--- src/common/daf_pkg.sv ---
// Shared constants and types of the diagnostic alarm and warning flag block
package daf_pkg;

  // Two-wire bus slave address of the diagnostic page (A2h as 8-bit form)
  localparam logic [6:0] DEV_ADDR        = 7'h51;

  // Register byte addresses on the diagnostic page
  localparam logic [7:0] OFS_ALARM_PRI   = 8'h70;
  localparam logic [7:0] OFS_ALARM_RX    = 8'h71;
  localparam logic [7:0] OFS_WARN_PRI    = 8'h74;

  // Reset values, the reserved receive bits and the answer for unmapped bytes
  localparam logic [7:0] RST_FLAGS       = 8'h00;
  localparam logic [7:0] RD_UNMAPPED     = 8'h00;
  localparam logic [5:0] RX_RSVD_VAL     = 6'h00;

  // Flag bit positions of the primary alarm and warning bytes, then of the receive alarm byte
  localparam int BIT_TEMP_HI  = 7;
  localparam int BIT_TEMP_LO  = 6;
  localparam int BIT_VOLT_HI  = 5;
  localparam int BIT_VOLT_LO  = 4;
  localparam int BIT_BIAS_HI  = 3;
  localparam int BIT_BIAS_LO  = 2;
  localparam int BIT_TXP_HI   = 1;
  localparam int BIT_TXP_LO   = 0;
  localparam int BIT_RX_OVL   = 7;
  localparam int BIT_RX_LOSS  = 6;

  // Comparator slots: five alarm pairs, then four warning pairs
  localparam int NUM_CMP      = 9;
  localparam int CMP_TEMP_A   = 0;
  localparam int CMP_VOLT_A   = 1;
  localparam int CMP_BIAS_A   = 2;
  localparam int CMP_TXP_A    = 3;
  localparam int CMP_RXP_A    = 4;
  localparam int CMP_TEMP_W   = 5;
  localparam int CMP_VOLT_W   = 6;
  localparam int CMP_BIAS_W   = 7;
  localparam int CMP_TXP_W    = 8;

  // Bit counter figures of the serial slave
  localparam logic [3:0] BITS_PER_BYTE = 4'h8;
  localparam logic [3:0] LAST_TX_BIT   = 4'h7;

  // Serial slave states, Gray coded along the usual path
  typedef enum logic [3:0] {
    ST_IDLE = 4'h0,
    ST_ADDR = 4'h1,
    ST_AACK = 4'h3,
    ST_PTR  = 4'h2,
    ST_PACK = 4'h6,
    ST_WDAT = 4'h7,
    ST_WACK = 4'h5,
    ST_RDAT = 4'h4,
    ST_RACK = 4'hc
  } daf_state_t;

endpackage

--- src/daf_pin_sync.sv ---
// Three-stage pin synchroniser with an agreement filter
`timescale 1ns/1ps
module daf_pin_sync #(
  parameter logic RST_VAL = 1'b1
) (
  input  wire logic clk_sys,
  input  wire logic nrst,
  input  wire logic pin_in,
  output logic      level_out
);

  logic s1_r;
  logic s2_r;
  logic s3_r;
  logic level_r;

  // First stage only feeds the second; the filter looks at stages two and three
  always_ff @(posedge clk_sys or negedge nrst)
  begin
    if (!nrst)
    begin
      s1_r    <= RST_VAL;
      s2_r    <= RST_VAL;
      s3_r    <= RST_VAL;
      level_r <= RST_VAL;
    end
    else
    begin
      s1_r <= pin_in;
      s2_r <= s1_r;
      s3_r <= s2_r;
      if (s2_r == s3_r)
        level_r <= s3_r;  // Change counts once two stages agree
    end
  end

  assign level_out = level_r;

endmodule // daf_pin_sync

--- src/daf_limit_cmp.sv ---
// Upper and lower limit comparator for one monitored byte
`timescale 1ns/1ps
module daf_limit_cmp #(
  parameter int W = 8
) (
  input  wire logic [W-1:0] meas,
  input  wire logic [W-1:0] hi_lim,
  input  wire logic [W-1:0] lo_lim,
  output logic              above,
  output logic              below
);

  // Strict compares: a value equal to a limit is still in range
  assign above = (meas > hi_lim);
  assign below = (meas < lo_lim);

endmodule // daf_limit_cmp

--- src/daf_flags_top.sv ---
// Alarm and warning flag registers with two-wire serial read access
//
// Contract
// [RULE1] Temperature above alarm high sets alarm bit 7
// [RULE2] Temperature below alarm low sets alarm bit 6
// [RULE3] Voltage above alarm high sets alarm bit 5
// [RULE4] Voltage below alarm low sets alarm bit 4
// [RULE5] Bias above alarm high sets alarm bit 3
// [RULE6] Bias below alarm low sets alarm bit 2
// [RULE7] Transmit power above alarm high sets bit 1
// [RULE8] Transmit power below alarm low sets bit 0
// [RULE9] Receive power above high sets overload bit
// [RULE10] Receive power below low sets loss bit
// [RULE11] Host writes zeros to receive reserved bits
// [RULE12] Flag reads one on condition, else zero
// [RULE13] Flags reset zero, update after first conversion
// [RULE14] Temperature above warning high sets bit 7
// [RULE15] Temperature below warning low sets bit 6
// [RULE16] Voltage above warning high sets bit 5
// [RULE17] Voltage below warning low sets bit 4
// [RULE18] Bias above warning high sets bit 3
// [RULE19] Bias below warning low sets bit 2
// [RULE20] Transmit power above warning high sets bit 1
// [RULE21] Transmit power below warning low sets bit 0
// [RULE22] Compares use upper measurement bytes only
// [RULE23] Flags track each conversion, reads never clear
`timescale 1ns/1ps
module daf_flags_top #(
  parameter int W = 8
) (
  input  wire logic         clk_sys,
  input  wire logic         nrst,
  // Two-wire serial pins
  input  wire logic         scl_in,
  input  wire logic         sda_in,
  output logic              sda_out,
  output logic              sda_oe,
  // Conversion complete strobe, one cycle, same clock
  input  wire logic         conv_done,
  // Upper measurement bytes
  input  wire logic [W-1:0] temperature_upper_byte,
  input  wire logic [W-1:0] supply_voltage_upper_byte,
  input  wire logic [W-1:0] laser_current_upper_byte,
  input  wire logic [W-1:0] transmit_power_upper_byte,
  input  wire logic [W-1:0] receive_power_upper_byte,
  // Alarm limits
  input  wire logic [W-1:0] temperature_alarm_upper_limit,
  input  wire logic [W-1:0] temperature_alarm_lower_limit,
  input  wire logic [W-1:0] voltage_alarm_upper_limit,
  input  wire logic [W-1:0] voltage_alarm_lower_limit,
  input  wire logic [W-1:0] current_alarm_upper_limit,
  input  wire logic [W-1:0] current_alarm_lower_limit,
  input  wire logic [W-1:0] transmit_power_alarm_upper_limit,
  input  wire logic [W-1:0] transmit_power_alarm_lower_limit,
  input  wire logic [W-1:0] receive_power_alarm_upper_limit,
  input  wire logic [W-1:0] receive_power_alarm_lower_limit,
  // Warning limits
  input  wire logic [W-1:0] temperature_warn_upper_limit,
  input  wire logic [W-1:0] temperature_warn_lower_limit,
  input  wire logic [W-1:0] voltage_warn_upper_limit,
  input  wire logic [W-1:0] voltage_warn_lower_limit,
  input  wire logic [W-1:0] current_warn_upper_limit,
  input  wire logic [W-1:0] current_warn_lower_limit,
  input  wire logic [W-1:0] transmit_power_warn_upper_limit,
  input  wire logic [W-1:0] transmit_power_warn_lower_limit,
  // Flag register images
  output logic [7:0]        alarm_flags_primary,
  output logic [7:0]        alarm_flags_receive,
  output logic [7:0]        warning_flags_primary
);

  ////////////////////////////////////////////////////////////////////////////
  // Limit comparators

  logic [W-1:0] cmp_meas [daf_pkg::NUM_CMP];
  logic [W-1:0] cmp_hi   [daf_pkg::NUM_CMP];
  logic [W-1:0] cmp_lo   [daf_pkg::NUM_CMP];
  logic [daf_pkg::NUM_CMP-1:0] cmp_above;
  logic [daf_pkg::NUM_CMP-1:0] cmp_below;

  // Only the upper bytes reach the comparators; low bytes never matter
  assign cmp_meas[daf_pkg::CMP_TEMP_A] = temperature_upper_byte;     // RULE22
  assign cmp_meas[daf_pkg::CMP_VOLT_A] = supply_voltage_upper_byte;  // RULE22
  assign cmp_meas[daf_pkg::CMP_BIAS_A] = laser_current_upper_byte;   // RULE22
  assign cmp_meas[daf_pkg::CMP_TXP_A]  = transmit_power_upper_byte;  // RULE22
  assign cmp_meas[daf_pkg::CMP_RXP_A]  = receive_power_upper_byte;   // RULE22
  assign cmp_meas[daf_pkg::CMP_TEMP_W] = temperature_upper_byte;
  assign cmp_meas[daf_pkg::CMP_VOLT_W] = supply_voltage_upper_byte;
  assign cmp_meas[daf_pkg::CMP_BIAS_W] = laser_current_upper_byte;
  assign cmp_meas[daf_pkg::CMP_TXP_W]  = transmit_power_upper_byte;

  // Upper limits per slot
  assign cmp_hi[daf_pkg::CMP_TEMP_A] = temperature_alarm_upper_limit;
  assign cmp_hi[daf_pkg::CMP_VOLT_A] = voltage_alarm_upper_limit;
  assign cmp_hi[daf_pkg::CMP_BIAS_A] = current_alarm_upper_limit;
  assign cmp_hi[daf_pkg::CMP_TXP_A]  = transmit_power_alarm_upper_limit;
  assign cmp_hi[daf_pkg::CMP_RXP_A]  = receive_power_alarm_upper_limit;
  assign cmp_hi[daf_pkg::CMP_TEMP_W] = temperature_warn_upper_limit;
  assign cmp_hi[daf_pkg::CMP_VOLT_W] = voltage_warn_upper_limit;
  assign cmp_hi[daf_pkg::CMP_BIAS_W] = current_warn_upper_limit;
  assign cmp_hi[daf_pkg::CMP_TXP_W]  = transmit_power_warn_upper_limit;

  // Lower limits per slot
  assign cmp_lo[daf_pkg::CMP_TEMP_A] = temperature_alarm_lower_limit;
  assign cmp_lo[daf_pkg::CMP_VOLT_A] = voltage_alarm_lower_limit;
  assign cmp_lo[daf_pkg::CMP_BIAS_A] = current_alarm_lower_limit;
  assign cmp_lo[daf_pkg::CMP_TXP_A]  = transmit_power_alarm_lower_limit;
  assign cmp_lo[daf_pkg::CMP_RXP_A]  = receive_power_alarm_lower_limit;
  assign cmp_lo[daf_pkg::CMP_TEMP_W] = temperature_warn_lower_limit;
  assign cmp_lo[daf_pkg::CMP_VOLT_W] = voltage_warn_lower_limit;
  assign cmp_lo[daf_pkg::CMP_BIAS_W] = current_warn_lower_limit;
  assign cmp_lo[daf_pkg::CMP_TXP_W]  = transmit_power_warn_lower_limit;

  // One comparator pair per monitored slot
  genvar gi;
  generate
    for (gi = 0; gi < daf_pkg::NUM_CMP; gi++)
    begin : g_cmp
      daf_limit_cmp #(
        .W (W)
      ) u_cmp (
        .meas   (cmp_meas[gi]),
        .hi_lim (cmp_hi[gi]),
        .lo_lim (cmp_lo[gi]),
        .above  (cmp_above[gi]),
        .below  (cmp_below[gi])
      );
    end
  endgenerate

  ////////////////////////////////////////////////////////////////////////////
  // Flag registers

  logic [7:0] alarm_pri_r;
  logic [7:0] alarm_rx_r;
  logic [7:0] warn_pri_r;
  logic [7:0] alarm_pri_nxt;
  logic [7:0] alarm_rx_nxt;
  logic [7:0] warn_pri_nxt;

  // Primary alarm byte: one when the condition holds, zero otherwise
  assign alarm_pri_nxt[daf_pkg::BIT_TEMP_HI] =
    cmp_above[daf_pkg::CMP_TEMP_A];  // RULE1
  assign alarm_pri_nxt[daf_pkg::BIT_TEMP_LO] =
    cmp_below[daf_pkg::CMP_TEMP_A];  // RULE2
  assign alarm_pri_nxt[daf_pkg::BIT_VOLT_HI] =
    cmp_above[daf_pkg::CMP_VOLT_A];  // RULE3
  assign alarm_pri_nxt[daf_pkg::BIT_VOLT_LO] =
    cmp_below[daf_pkg::CMP_VOLT_A];  // RULE4
  assign alarm_pri_nxt[daf_pkg::BIT_BIAS_HI] =
    cmp_above[daf_pkg::CMP_BIAS_A];  // RULE5
  assign alarm_pri_nxt[daf_pkg::BIT_BIAS_LO] =
    cmp_below[daf_pkg::CMP_BIAS_A];  // RULE6
  assign alarm_pri_nxt[daf_pkg::BIT_TXP_HI] =
    cmp_above[daf_pkg::CMP_TXP_A];   // RULE7
  assign alarm_pri_nxt[daf_pkg::BIT_TXP_LO] =
    cmp_below[daf_pkg::CMP_TXP_A];   // RULE8

  // Receive alarm byte; the reserved low bits are never set here
  assign alarm_rx_nxt = {cmp_above[daf_pkg::CMP_RXP_A],  // RULE9
                         cmp_below[daf_pkg::CMP_RXP_A],  // RULE10
                         daf_pkg::RX_RSVD_VAL};          // RULE11

  // Warning byte shares the alarm bit layout
  assign warn_pri_nxt[daf_pkg::BIT_TEMP_HI] =
    cmp_above[daf_pkg::CMP_TEMP_W];  // RULE14
  assign warn_pri_nxt[daf_pkg::BIT_TEMP_LO] =
    cmp_below[daf_pkg::CMP_TEMP_W];  // RULE15
  assign warn_pri_nxt[daf_pkg::BIT_VOLT_HI] =
    cmp_above[daf_pkg::CMP_VOLT_W];  // RULE16
  assign warn_pri_nxt[daf_pkg::BIT_VOLT_LO] =
    cmp_below[daf_pkg::CMP_VOLT_W];  // RULE17
  assign warn_pri_nxt[daf_pkg::BIT_BIAS_HI] =
    cmp_above[daf_pkg::CMP_BIAS_W];  // RULE18
  assign warn_pri_nxt[daf_pkg::BIT_BIAS_LO] =
    cmp_below[daf_pkg::CMP_BIAS_W];  // RULE19
  assign warn_pri_nxt[daf_pkg::BIT_TXP_HI] =
    cmp_above[daf_pkg::CMP_TXP_W];   // RULE20
  assign warn_pri_nxt[daf_pkg::BIT_TXP_LO] =
    cmp_below[daf_pkg::CMP_TXP_W];   // RULE21

  // Load only on a finished conversion, so limits rewritten mid-cycle
  // cannot glitch a flag; serial reads leave them untouched
  always_ff @(posedge clk_sys or negedge nrst)
  begin
    if (!nrst)
    begin
      alarm_pri_r <= daf_pkg::RST_FLAGS;  // RULE13
      alarm_rx_r  <= daf_pkg::RST_FLAGS;  // RULE13
      warn_pri_r  <= daf_pkg::RST_FLAGS;  // RULE13
    end
    else if (conv_done)
    begin
      alarm_pri_r <= alarm_pri_nxt;  // RULE12 RULE23
      alarm_rx_r  <= alarm_rx_nxt;   // RULE12 RULE23
      warn_pri_r  <= warn_pri_nxt;   // RULE12 RULE23
    end
  end

  assign alarm_flags_primary   = alarm_pri_r;
  assign alarm_flags_receive   = alarm_rx_r;
  assign warning_flags_primary = warn_pri_r;

  ////////////////////////////////////////////////////////////////////////////
  // Serial pin conditioning and bus events

  logic scl_f;
  logic sda_f;
  logic scl_d_r;
  logic sda_d_r;

  daf_pin_sync #(
    .RST_VAL (1'b1)
  ) u_sync_scl (
    .clk_sys   (clk_sys),
    .nrst      (nrst),
    .pin_in    (scl_in),
    .level_out (scl_f)
  );

  daf_pin_sync #(
    .RST_VAL (1'b1)
  ) u_sync_sda (
    .clk_sys   (clk_sys),
    .nrst      (nrst),
    .pin_in    (sda_in),
    .level_out (sda_f)
  );

  // Previous filtered levels for edge detection
  always_ff @(posedge clk_sys or negedge nrst)
  begin
    if (!nrst)
    begin
      scl_d_r <= 1'b1;
      sda_d_r <= 1'b1;
    end
    else
    begin
      scl_d_r <= scl_f;
      sda_d_r <= sda_f;
    end
  end

  // Start and stop are data edges while the clock stays high
  logic scl_rise;
  logic scl_fall;
  logic bus_start;
  logic bus_stop;
  assign scl_rise  = scl_f & ~scl_d_r;
  assign scl_fall  = ~scl_f & scl_d_r;
  assign bus_start = scl_f & scl_d_r & sda_d_r & ~sda_f;
  assign bus_stop  = scl_f & scl_d_r & ~sda_d_r & sda_f;

  ////////////////////////////////////////////////////////////////////////////
  // Read data selection

  logic [7:0] ptr_r;
  logic [7:0] rd_byte;
  logic       hit_pri;
  logic       hit_rx;
  logic       hit_warn;
  assign hit_pri  = (ptr_r == daf_pkg::OFS_ALARM_PRI);
  assign hit_rx   = (ptr_r == daf_pkg::OFS_ALARM_RX);
  assign hit_warn = (ptr_r == daf_pkg::OFS_WARN_PRI);
  // Unmapped bytes answer zero rather than stalling the bus
  assign rd_byte  = hit_pri  ? alarm_pri_r :
                    hit_rx   ? alarm_rx_r  :
                    hit_warn ? warn_pri_r  : daf_pkg::RD_UNMAPPED;

  ////////////////////////////////////////////////////////////////////////////
  // Serial slave state machine

  daf_pkg::daf_state_t state_r;
  daf_pkg::daf_state_t state_nxt;
  logic [3:0] cnt_r;
  logic [3:0] cnt_nxt;
  logic [7:0] shift_r;
  logic [7:0] shift_nxt;
  logic [7:0] ptr_nxt;
  logic       rw_r;
  logic       rw_nxt;
  logic       mack_r;
  logic       mack_nxt;
  logic       oe_r;
  logic       oe_nxt;
  logic       addr_hit;
  assign addr_hit = (shift_r[7:1] == daf_pkg::DEV_ADDR);

  // Data is sampled on clock rise and driven on clock fall; no stretching
  always_comb
  begin
    state_nxt = state_r;
    cnt_nxt   = cnt_r;
    shift_nxt = shift_r;
    ptr_nxt   = ptr_r;
    rw_nxt    = rw_r;
    mack_nxt  = mack_r;
    oe_nxt    = oe_r;
    if (bus_start)
    begin
      state_nxt = daf_pkg::ST_ADDR;
      cnt_nxt   = 4'h0;
      oe_nxt    = 1'b0;
    end
    else if (bus_stop)
    begin
      state_nxt = daf_pkg::ST_IDLE;
      oe_nxt    = 1'b0;
    end
    else if (scl_rise)
    begin
      case (state_r)
        daf_pkg::ST_ADDR, daf_pkg::ST_PTR, daf_pkg::ST_WDAT:
        begin
          shift_nxt = {shift_r[6:0], sda_f};
          cnt_nxt   = cnt_r + 4'h1;
        end
        daf_pkg::ST_RACK: mack_nxt = sda_f;
        default:          mack_nxt = mack_r;
      endcase
    end
    else if (scl_fall)
    begin
      case (state_r)
        daf_pkg::ST_ADDR:
          if (cnt_r == daf_pkg::BITS_PER_BYTE)
          begin
            state_nxt = addr_hit ? daf_pkg::ST_AACK : daf_pkg::ST_IDLE;
            oe_nxt    = addr_hit;
            rw_nxt    = shift_r[0];
          end
        daf_pkg::ST_AACK:
          if (rw_r)
          begin
            state_nxt = daf_pkg::ST_RDAT;
            shift_nxt = rd_byte;
            oe_nxt    = ~rd_byte[7];
            ptr_nxt   = ptr_r + 8'h01;
            cnt_nxt   = 4'h0;
          end
          else
          begin
            state_nxt = daf_pkg::ST_PTR;
            oe_nxt    = 1'b0;
            cnt_nxt   = 4'h0;
          end
        daf_pkg::ST_PTR:
          if (cnt_r == daf_pkg::BITS_PER_BYTE)
          begin
            state_nxt = daf_pkg::ST_PACK;
            ptr_nxt   = shift_r;
            oe_nxt    = 1'b1;
          end
        daf_pkg::ST_PACK, daf_pkg::ST_WACK:
        begin
          state_nxt = daf_pkg::ST_WDAT;
          oe_nxt    = 1'b0;
          cnt_nxt   = 4'h0;
        end
        // Flag bytes are read-only: written data is acknowledged and dropped
        daf_pkg::ST_WDAT:
          if (cnt_r == daf_pkg::BITS_PER_BYTE)
          begin
            state_nxt = daf_pkg::ST_WACK;
            ptr_nxt   = ptr_r + 8'h01;
            oe_nxt    = 1'b1;
          end
        daf_pkg::ST_RDAT:
          if (cnt_r == daf_pkg::LAST_TX_BIT)
          begin
            state_nxt = daf_pkg::ST_RACK;
            oe_nxt    = 1'b0;
          end
          else
          begin
            shift_nxt = {shift_r[6:0], 1'b0};
            oe_nxt    = ~shift_r[6];
            cnt_nxt   = cnt_r + 4'h1;
          end
        daf_pkg::ST_RACK:
          if (!mack_r)
          begin
            state_nxt = daf_pkg::ST_RDAT;
            shift_nxt = rd_byte;
            oe_nxt    = ~rd_byte[7];
            ptr_nxt   = ptr_r + 8'h01;
            cnt_nxt   = 4'h0;
          end
          else
            state_nxt = daf_pkg::ST_IDLE;
        default: state_nxt = daf_pkg::ST_IDLE;
      endcase
    end
  end

  // Slave registers; the pointer survives between transfers
  always_ff @(posedge clk_sys or negedge nrst)
  begin
    if (!nrst)
    begin
      state_r <= daf_pkg::ST_IDLE;
      cnt_r   <= 4'h0;
      shift_r <= 8'h00;
      ptr_r   <= 8'h00;
      rw_r    <= 1'b0;
      mack_r  <= 1'b1;
      oe_r    <= 1'b0;
    end
    else
    begin
      state_r <= state_nxt;
      cnt_r   <= cnt_nxt;
      shift_r <= shift_nxt;
      ptr_r   <= ptr_nxt;
      rw_r    <= rw_nxt;
      mack_r  <= mack_nxt;
      oe_r    <= oe_nxt;
    end
  end

  // Open drain: the data level is always low, only the enable moves
  logic sda_lo_r;
  always_ff @(posedge clk_sys or negedge nrst)
  begin
    if (!nrst)
      sda_lo_r <= 1'b0;
    else
      sda_lo_r <= 1'b0;
  end

  assign sda_out = sda_lo_r;
  assign sda_oe  = oe_r;

  // Remembers whether any conversion has finished since reset
  logic conv_seen_r;
  always_ff @(posedge clk_sys or negedge nrst)
  begin
    if (!nrst)
      conv_seen_r <= 1'b0;
    else if (conv_done)
      conv_seen_r <= 1'b1;
  end
endmodule // daf_flags_top

--- config.mk ---
export PLATFORM = sky130hd
export DESIGN_NAME = daf_flags_top
export DESIGN_NICKNAME = d
export VERILOG_FILES = /design/src/common/daf_pkg.sv /design/src/daf_pin_sync.sv /design/src/daf_limit_cmp.sv /design/src/daf_flags_top.sv
export SDC_FILE = /design/constraint.sdc
export NUM_CORES = 1
export LEC_CHECK = 0
export ABC_AREA = 1
export BUFFER_PORTS_ARGS = -buffer_cell sky130_fd_sc_hd__buf_2
export CAP_MARGIN = 20
export CORE_UTILIZATION = 47
export DETAILED_ROUTE_END_ITERATION = 8
export GPL_ROUTABILITY_DRIVEN = 0
export HOLD_SLACK_MARGIN = 0.12
export MAX_ROUTING_LAYER = met4
export PLACE_DENSITY = 0.8
export SLEW_MARGIN = 40
export SYNTH_ARGS = -nofsm -noshare
export SYNTH_HDL_FRONTEND = slang
export SYNTH_SLANG_ARGS = --single-unit
--- constraint.sdc ---
create_clock -name clk_sys -period 1.64 [get_ports clk_sys]
set_input_delay 0.328 -clock clk_sys [delete_from_list [all_inputs] [get_ports clk_sys]]
set_output_delay 0.328 -clock clk_sys [all_outputs]
set_load 0.05 [all_outputs]
Yosys cells after proc, flatten, opt, wreduce, memory -nomap -nowiden. Cells that the tools add are included.

Flip-flop bits (word level): 55. Bits in latches: 0. Bits in writable memories: 0. Memory bits (read-only): 0. Input bits: 189. Output and inout bits: 26. Logic and storage cells: 154. Memories kept: 0.

$add $sub $neg: 2. Multipliers: 0. Divide/modulo/power cells: 0. $lt $le $gt $ge: 18. Equality and inequality tests: 35. Shifts and indexed selects: 0. Muxes and demuxes: 45. Bitwise operators: 16. Reduce and logical (&&, ||, !) cells: 18.

Operators by type and width (number): $mux W8 (13); $gt A8 B8 Y1 (9); $lt A8 B8 Y1 (9); $mux W4 (15); $pmux W8 S4 (1); $ne A4 B4 Y1 const B (7); $pmux W4 S7 (1); $eq A8 B7 Y1 const B (3); $pmux W8 S3 (1); $reduce_and A6 Y1 (4); $eq A4 B3 Y1 const B (5); $pmux W4 S3 (1); $ne A2 B2 Y1 const B (5); $mux W1 (9); $ne A3 B3 Y1 const B (3); $not A1 Y1 (9); $reduce_and A9 Y1 (1); $add A8 B1 Y8 const B (1); $eq A4 B2 Y1 const B (2); $eq A4 B4 Y1 const B (2); $reduce_and A8 Y1 (1); $reduce_bool A4 Y1 (2); $reduce_bool A8 Y1 (1); $and A1 B1 Y1 (7); 16 further kinds (22).

Longest topological paths before layout. Gate-level depths: netlist of run 1.

Depth in word-level cells: 11. Mapped depth: 11. Depth with buffers taken out: 11.

Modules after synthesis. A second synthesis of run 1 with hierarchy kept.

Cell total of the unflattened synthesis: 979. Area total of the unflattened synthesis: 6799.0 um2.

By module, submodules not included: daf_limit_cmp (instances 9, cells an instance 66, area each 401.6 um2, seq. area each 0.0 um2); daf_flags_top (instances 1, cells an instance 369, area each 2941.6 um2, seq. area each 1179.9 um2); daf_pin_sync (instances 2, cells an instance 8, area each 121.4 um2, seq. area each 105.1 um2).

Worst setup path before layout of run 1. OpenSTA, ideal clock, no wires.

Kind: register to register. From: register scl_d_r. To: register state_r[2]. Library setup time: 0.065 ns. Arrival time: 1.611 ns. Slack: -0.036 ns. Cell stages (with the launch flop): 12. Path buffers: 0. Path through: dfstp_2 inv_1 ha_1 inv_1 nand2_1 inv_1 o21ai_0 nor2_1 nand2_1 nand2_1 nand3_1 nand2_1.

Cells in the longest elaborated chain, start to end: 5. Elaborated cells between the ends (all ways): 17.

Ends and longest elaborated chain: from (decl) (line daf_flags_top.sv:209) `logic scl_d_r;`; from (signal assigned) (line daf_flags_top.sv:240) `scl_d_r <= scl_f;`; $and A1 B1 Y1 (line daf_flags_top.sv:252, daf_flags_top.sv:253); $and A1 B1 Y1 (on tied branches) (2 in series) (line daf_flags_top.sv:252, daf_flags_top.sv:253); $ne A4 B4 Y1 (no line) (tied with other cells); $reduce_and A6 Y1 (no line) / $mux W4 (equally long branches); to (signal assigned) (line daf_flags_top.sv:402) `state_r <= daf_pkg::ST_IDLE;`; to (signal assigned) (line daf_flags_top.sv:412) `state_r <= state_nxt;`; to (decl) (line daf_flags_top.sv:274) `daf_pkg::daf_state_t state_r;`.

Several ways; a longest one is shown, not always the timed one. A chain may end at the register's enable or synchronous reset.

Worst setup path after layout of run 1.
From: register u_sync_scl.level_r (netlist: u_sync_scl.level_out). To: register shift_r[7].

Cells in the longest elaborated chain, start to end: 5. Elaborated cells between the ends (all ways): 18.

Ends and longest elaborated chain: from (decl) (line daf_pin_sync.sv:15) `logic level_r;`; from (signal assigned) (line daf_pin_sync.sv:33) `level_r <= s3_r;`; $and A1 B1 Y1 (line daf_flags_top.sv:252, daf_flags_top.sv:253); $and A1 B1 Y1 (on tied branches) (2 in series) (line daf_flags_top.sv:253, daf_flags_top.sv:252); $not A1 Y1 (no line); $reduce_and A8 Y1 (no line); to (signal assigned) (line daf_flags_top.sv:414) `shift_r <= shift_nxt;`; to (decl) (line daf_flags_top.sv:278) `logic [7:0] shift_r;`.

Several ways; a longest one is shown, not always the timed one.

==> results of run 1 <==
-- sequential cells by signal (all words and copies together), names as in the netlist, 2 cells and up --
name / cells
ptr_r: 8
cnt_r: 4
state_r: 4
warning_flags_primary: 8
alarm_flags_receive: 2
shift_r: 8
alarm_flags_primary: 8
-- cells in the mapped netlist, drive strengths merged (9+ instances only) --
library cell  instances  area, sq um
inv                 184          691
dfrtp                44         1100
dfstp                11          289
o21a                 18          135
ha                  144         1800
a21oi                76          384
nand3                61          320
a31oi                 9         56.3
nand2               184          706
buf                  13         97.6
nand4                24          150
o21ai                57          308
nor2                 43          204
-- cell usage in the layout, fill, tap and decap left out, types with 15 or more instances in the layout --
master   instances
a21oi_1         75
nand2_1        165
o21a_1          18
buf_2          207
buf_4           30
ha_1           139
nand4_1         24
nor2_1          31
inv_1          176
dfrtp_1         41
nand2_2         15
o21ai_0         38
nand3_1         54
-- per-layer routing --
metal | routed length (microns) | share of wire | global-route usage
met5 | 0 | 0 | -
met4 | 576 | 0.033 | 0.0878
met3 | 842 | 0.048 | 0.0302
met2 | 8400 | 0.48 | 0.433
met1 | 7660 | 0.44 | 0.301
-- where the power goes --
part | internal [uW] | total [uW] | switching (uW)
sequential | 1520 | 1710 | 191
combinational | 778 | 1900 | 1120
clock | 565 | 1050 | 484
total | 2870 | 4660 | 1790
-- through the flow --
stage | hold slack, ps | setup WS, ps | TNS, ps | std cells | utilization
after floorplan | 32.4 | 12.6 | 0 | 898 | -
after global placement | 277 | 7.17 | 0 | 1295 | 0.590
after detailed placement | 280 | -50.8 | -299 | 1295 | 0.590
after CTS | 138 | 1.52 | 0 | 1306 | 0.604
after global routing | 125 | -143 | -1570 | 1315 | 0.626
final | 137 | -26.4 | -129 | 1315 | 0.626
-- critical path: stages, from the launching register on --
cell	delay, ps
dfstp_2	600
buf_6	130
ha_4	140
buf_4	120
nor2_4	40
buf_12	140
or2_2	260
nand3_1	80
nand2_1	50
-- timing repair --
item | CTS | global route
setup buffers | 2 | 9
pin swaps | 3 | 20
resized for setup | 8 | 53
endpoints found under the setup margin | 22 | 26
hold buffers | 1 | 0
endpoints found under the hold margin | 15 | 0
-- worst paths after layout --
check                                             to  slack [ps]  cells after the start                  from
worst max register to register            shift_r[7]         -30                      8  u_sync_scl.level_out
worst max-delay path                      shift_r[7]         -30                      8  u_sync_scl.level_out
worst min register to register       u_sync_sda.s2_r         360                      0       u_sync_sda.s1_r
worst min-delay path                 u_sync_scl.s1_r         140                      1                scl_in
min in group asynchronous                   ptr_r[6]         510                      2                  nrst
max in group asynchronous       u_sync_sda.level_out         500                      3                  nrst
-- cells by family after synthesis --
logic type,synth area share
buffers and inverters,0.125
other,0.000584
xor gates and xnor gates,0.00954
adders and majority gates,0.284
DFF,0.216
and+or+nand+nor,0.223
AOI/OAI and AO/OA,0.142
-- final cells by class --
| cell class | count | area share |
|---|---|---|
| well taps | 176 | 0.0265 |
| repair buffers | 248 | 0.170 |
| flip-flops and latches | 55 | 0.167 |
| clock inverters | 3 | 0.00210 |
| multi-input cells | 642 | 0.534 |
| inverters | 186 | 0.0846 |
| clock buffers | 5 | 0.0150 |
==> flow_metrics.py, run 1 <==
metrics = {
    "die": {
        "initial_utilization": 0.483,
        "fp.dieArea_sq_um": 14100,
        "die_w_microns": 119,
        "die_y_microns": 119,
        "core-area_sq_um": 13300,
        "io_pins": 215,
        "row_count": 42,
    },
    "clock_tree": {
        "cts_buffers": 5,
        "cts_tree": "done",
        "cts_root_buffer": "clkbuf_16",
        "clock-sinks": 55,
        "clk_pin_slew_ps": 70,
        "clockBufferDepth": 2,
        "insertion_delay_ps": 290,
        "htreeDepth": 2,
    },
    "finish": {
        "multi_input_area_sq_um": 4450,
        "layout.nets": 1471,
        "fillers": 1154,
        "area_delta_synth_final_pct": 29.6,
        "antenna-diode-count": 0,
        "seq_area_sq_um": 1390,
        "drive_above_1_share": 0.292,
        "stdcell_area_sq_um": 8330,
    },
    "timing": {
        "setup_ws_ps": -26.4,
        "skew_ps": 10.8,
        "min_period_ps": 1670,
        "fin_crit_sh": 1.02,
        "fmax_ghz": 0.600,
        "setup_viol": 9,
        "rsz0062_at_grt": "yes",
        "drv_slew": 0,
        "hold_viol_final": 0,
    },
    "global_route": {
        "grt_pass1_vias": 6524,
        "grt_max_degree": 26,
        "grt_use_total": 0.251,
        "grt.overflow.total": 0,
        "grt_first_pass_wirelength_microns": 28500,
        "antenna_found_initial": 0,
    },
    "setup_path": {
        "start_kind": "flip-flop",
        "critPathKind": "flip-flop to flip-flop",
        "end_kind": "flip-flop",
        "critical_path_arrival_ps": 1850,
        "cp_data_required_time_ps": 1830,
        "path_max_fanout": 16,
    },
    "drt": {
        "num_vias": 6669,
        "drtIter0Drc": 260,
        "drt.antenna.violating_nets": 0,
        "routed_wl_microns": 17500,
        "viasPerCell": 5.07,
        "drt_pre_antenna_iters": 5,
        "wl_per_cell_microns": 13.3,
        "drcViolationCount": 0,
    },
    "hold_path": {
        "hold_path.class": "input pin to flip-flop",
    },
    "power_and_ir_drop": {
        "power_density_nw_per_um2": 560,
        "ir_drop_v": 0.000539,
        "total_leakage_power_uw": 0.00492,
        "p_total_uw": 4660,
    },
    "flow_run": {
        "maxCapViolations": 0,
    },
    "status": {
        "violations": "negative setup slack",
        "status": "finished with violations",
    },
    "placement": {
        "io_buffers": 207,
        "dp_hpwl_microns": 14300,
        "placed_cell_area_sq_um": 7840,
    },
    "synthesis": {
        "ys_warn_count": 0,
        "ys_async_sr_fraction": 1.00,
        "ys.flop_type": "dfrtp_1",
        "synth_edf_count": 0,
        "seq_area_frac_synth": 0.216,
        "synth.ff_latch_count": 55,
        "ys_types": 35,
        "synth_area_sq_um": 6420,
        "synth_cells": 892,
        "synth.avg_cell_area_sq_um": 7.20,
    },
}
Power figures use the tool's default switching activity.
==> run 2, diff against run 1 <==
Settings changed: CELL_PAD_IN_SITES_DETAIL_PLACEMENT from default to 1, CELL_PAD_IN_SITES_GLOBAL_PLACEMENT from default to 1, CORE_UTILIZATION 47 to 33, PLACE_DENSITY 0.8 to 0.81.
==> flow_metrics.py, run 2 (synthesis gave the netlist of run 1 again) <==
metrics = {
    "status": {
        "status": "finished with violations",
        "violations": "negative setup slack",
    },
    "global_route": {
        "grt_pass1_vias": 7302,
        "grt.overflow.total": 0,
        "grt_first_pass_wirelength_microns": 34900,
        "grt_use_total": 0.221,
        "met1_usage": 0.259,
        "grt_max_degree": 22,
        "met2_usage": 0.403,
        "grt.busiest_layer": "met2",
        "antenna_found_initial": 0,
        "met3_usage": 0.0256,
    },
    "timing": {
        "tightest_slew_ps": 509,
        "min_period_ps": 1720,
        "hold_viol_final": 0,
        "setup_ws_ps": -79.3,
        "fin_crit_sh": 1.05,
        "rsz0062_at_grt": "yes",
        "fmax_ghz": 0.582,
        "drv_slew": 0,
        "relSlewSlack": 0.660,
        "setup_viol": 9,
        "skew_ps": 5.86,
    },
    "die": {
        "initial_utilization": 0.340,
        "row_count": 50,
        "core-area_sq_um": 18900,
        "die_w_microns": 142,
        "io_pins": 215,
        "die_y_microns": 142,
        "fp.dieArea_sq_um": 20000,
    },
    "placement": {
        "io_buffers": 207,
        "dp.cells": 1385,
        "pre_cts_slack_ps": -135,
        "dp_hpwl_microns": 17700,
        "placed_cell_area_sq_um": 8020,
    },
    "clock_tree": {
        "cts_root_buffer": "clkbuf_16",
        "clock-sinks": 55,
        "clockBufferDepth": 2,
        "cts_tree": "done",
        "htreeDepth": 2,
        "cts_buffers": 5,
        "insertion_delay_ps": 300,
        "clk_pin_slew_ps": 70,
    },
    "power_and_ir_drop": {
        "pwr-share-comb": 0.414,
        "p_int_uw": 3090,
        "seqPwrFrac": 0.341,
        "power_density_nw_per_um2": 577,
        "clockPowerShare": 0.244,
        "total_leakage_power_uw": 0.00502,
        "ir_drop_v": 0.000455,
        "p_sw_frac": 0.387,
        "power.switching_uw": 1950,
    },
    "drt": {
        "num_vias": 6938,
        "viasPerCell": 4.90,
        "drt_pre_antenna_iters": 4,
        "drt.antenna.violating_nets": 0,
        "wl_per_cell_microns": 15.4,
        "drcViolationCount": 0,
        "drtIter0Drc": 189,
        "routed_wl_microns": 21800,
    },
    "finish": {
        "drive_above_1_share": 0.325,
        "stdcell_area_sq_um": 8730,
        "final_cell_mix": "buf_2 (207), inv_1 (168), nand2_1 (157)",
        "fillers": 2466,
        "layout.nets": 1487,
        "area_delta_synth_final_pct": 35.9,
        "stdcell_count": 1415,
        "layout_commonest_cell": "buf_2",
        "antenna-diode-count": 0,
    },
    "setup_path": {
        "end_kind": "flip-flop",
        "path_max_fanout": 7,
        "critPathKind": "flip-flop to flip-flop",
        "start_kind": "flip-flop",
        "cp_data_required_time_ps": 1820,
        "critical_path_arrival_ps": 1900,
    },
    "hold_path": {
        "hold_path.class": "flip-flop to flip-flop",
    },
    "flow_run": {
        "maxCapViolations": 0,
    },
}
## run 2: cell count changes in the layout (fill, tap and decap cells not counted), sizes merged
cell,previous run,this run
clkbuf,5,8
dlygate4sd3,1,3
buf,247,259
nor2,43,44
clkinv,4,2
## run 2: stage by stage
stage | setup TNS [ps] | hold slack, ps | total power [uW] | util
floorplan | 0 | 32.4 | 2810 | -
global placement | -204 | 318 | 3470 | 0.424
detailed placement | -892 | 319 | 3570 | 0.424
CTS | -4.26 | 124 | 4890 | 0.442
global route | -1980 | 366 | 5400 | 0.462
finish | -489 | 364 | 5040 | 0.462
## run 2: final cells by class
| class | instances | area [sq um] | share of cell area |
|---|---|---|---|
| Clock inverter | 1 | 8.76 | 0.00100 |
| Sequential cell | 55 | 1400 | 0.160 |
| Tap cell | 260 | 325 | 0.0373 |
| Timing Repair Buffer | 263 | 1570 | 0.179 |
| Multi-Input combinational cell | 643 | 4570 | 0.523 |
| Clock buffer | 7 | 164 | 0.0188 |
| Inverter | 186 | 707 | 0.0810 |
## run 2: repair_timing
| action | CTS | global route |
|---|---|---|
| buffers inserted | 6 | 12 |
| gates cloned | 0 | 2 |
| hold endpoints to repair | 12 | 1 |
| gates resized for setup | 23 | 80 |
| setup endpoints to repair | 23 | 25 |
| pin swaps | 10 | 28 |
| hold buffers | 2 | 1 |
## run 2: per-layer routing
metal / share of wire / wire, microns / up-vias
li1: - / - / 3442
met1: 0.42 / 9120 / 3279
met2: 0.53 / 11500 / 178
met3: 0.032 / 701 / 39
met4: 0.020 / 446 / 0
met5: 0 / 0 / -
## run 2: power groups by stage
| stage | Sequential, uW | Combinational (uW) | Clock (uW) |
|---|---|---|---|
| after global routing | 1740 | 2340 | 1310 |
| after floorplan | 1880 | 930 | 0 |
| after CTS | 1700 | 1930 | 1250 |
| after detailed placement | 1720 | 1850 | 0 |
| after global placement | 1710 | 1760 | 0 |
| final | 1720 | 2090 | 1230 |
## run 2: worst max-delay path, cell delays in order, from the launching register on
cell     delay [ps]
dfstp_2         570
inv_2            60
ha_4            190
inv_4            80
nand4_1         190
nand2_2         160
nand2_4          80
buf_12          140
nand2_2          80
o21ai_4          60
## run 2: worst paths after layout
path                            startpoint              end  slack (ps)  depth (start not counted)
hold reg to reg            u_sync_sda.s1_r  u_sync_sda.s2_r         360                          0
min in group asynchronous             nrst         ptr_r[7]         540                          2
hold / removal             u_sync_sda.s1_r  u_sync_sda.s2_r         360                          0
setup / recovery                   scl_d_r       shift_r[1]         -80                          9
setup reg to reg                   scl_d_r       shift_r[1]         -80                          9
max in group asynchronous             nrst  u_sync_scl.s1_r         530                          3
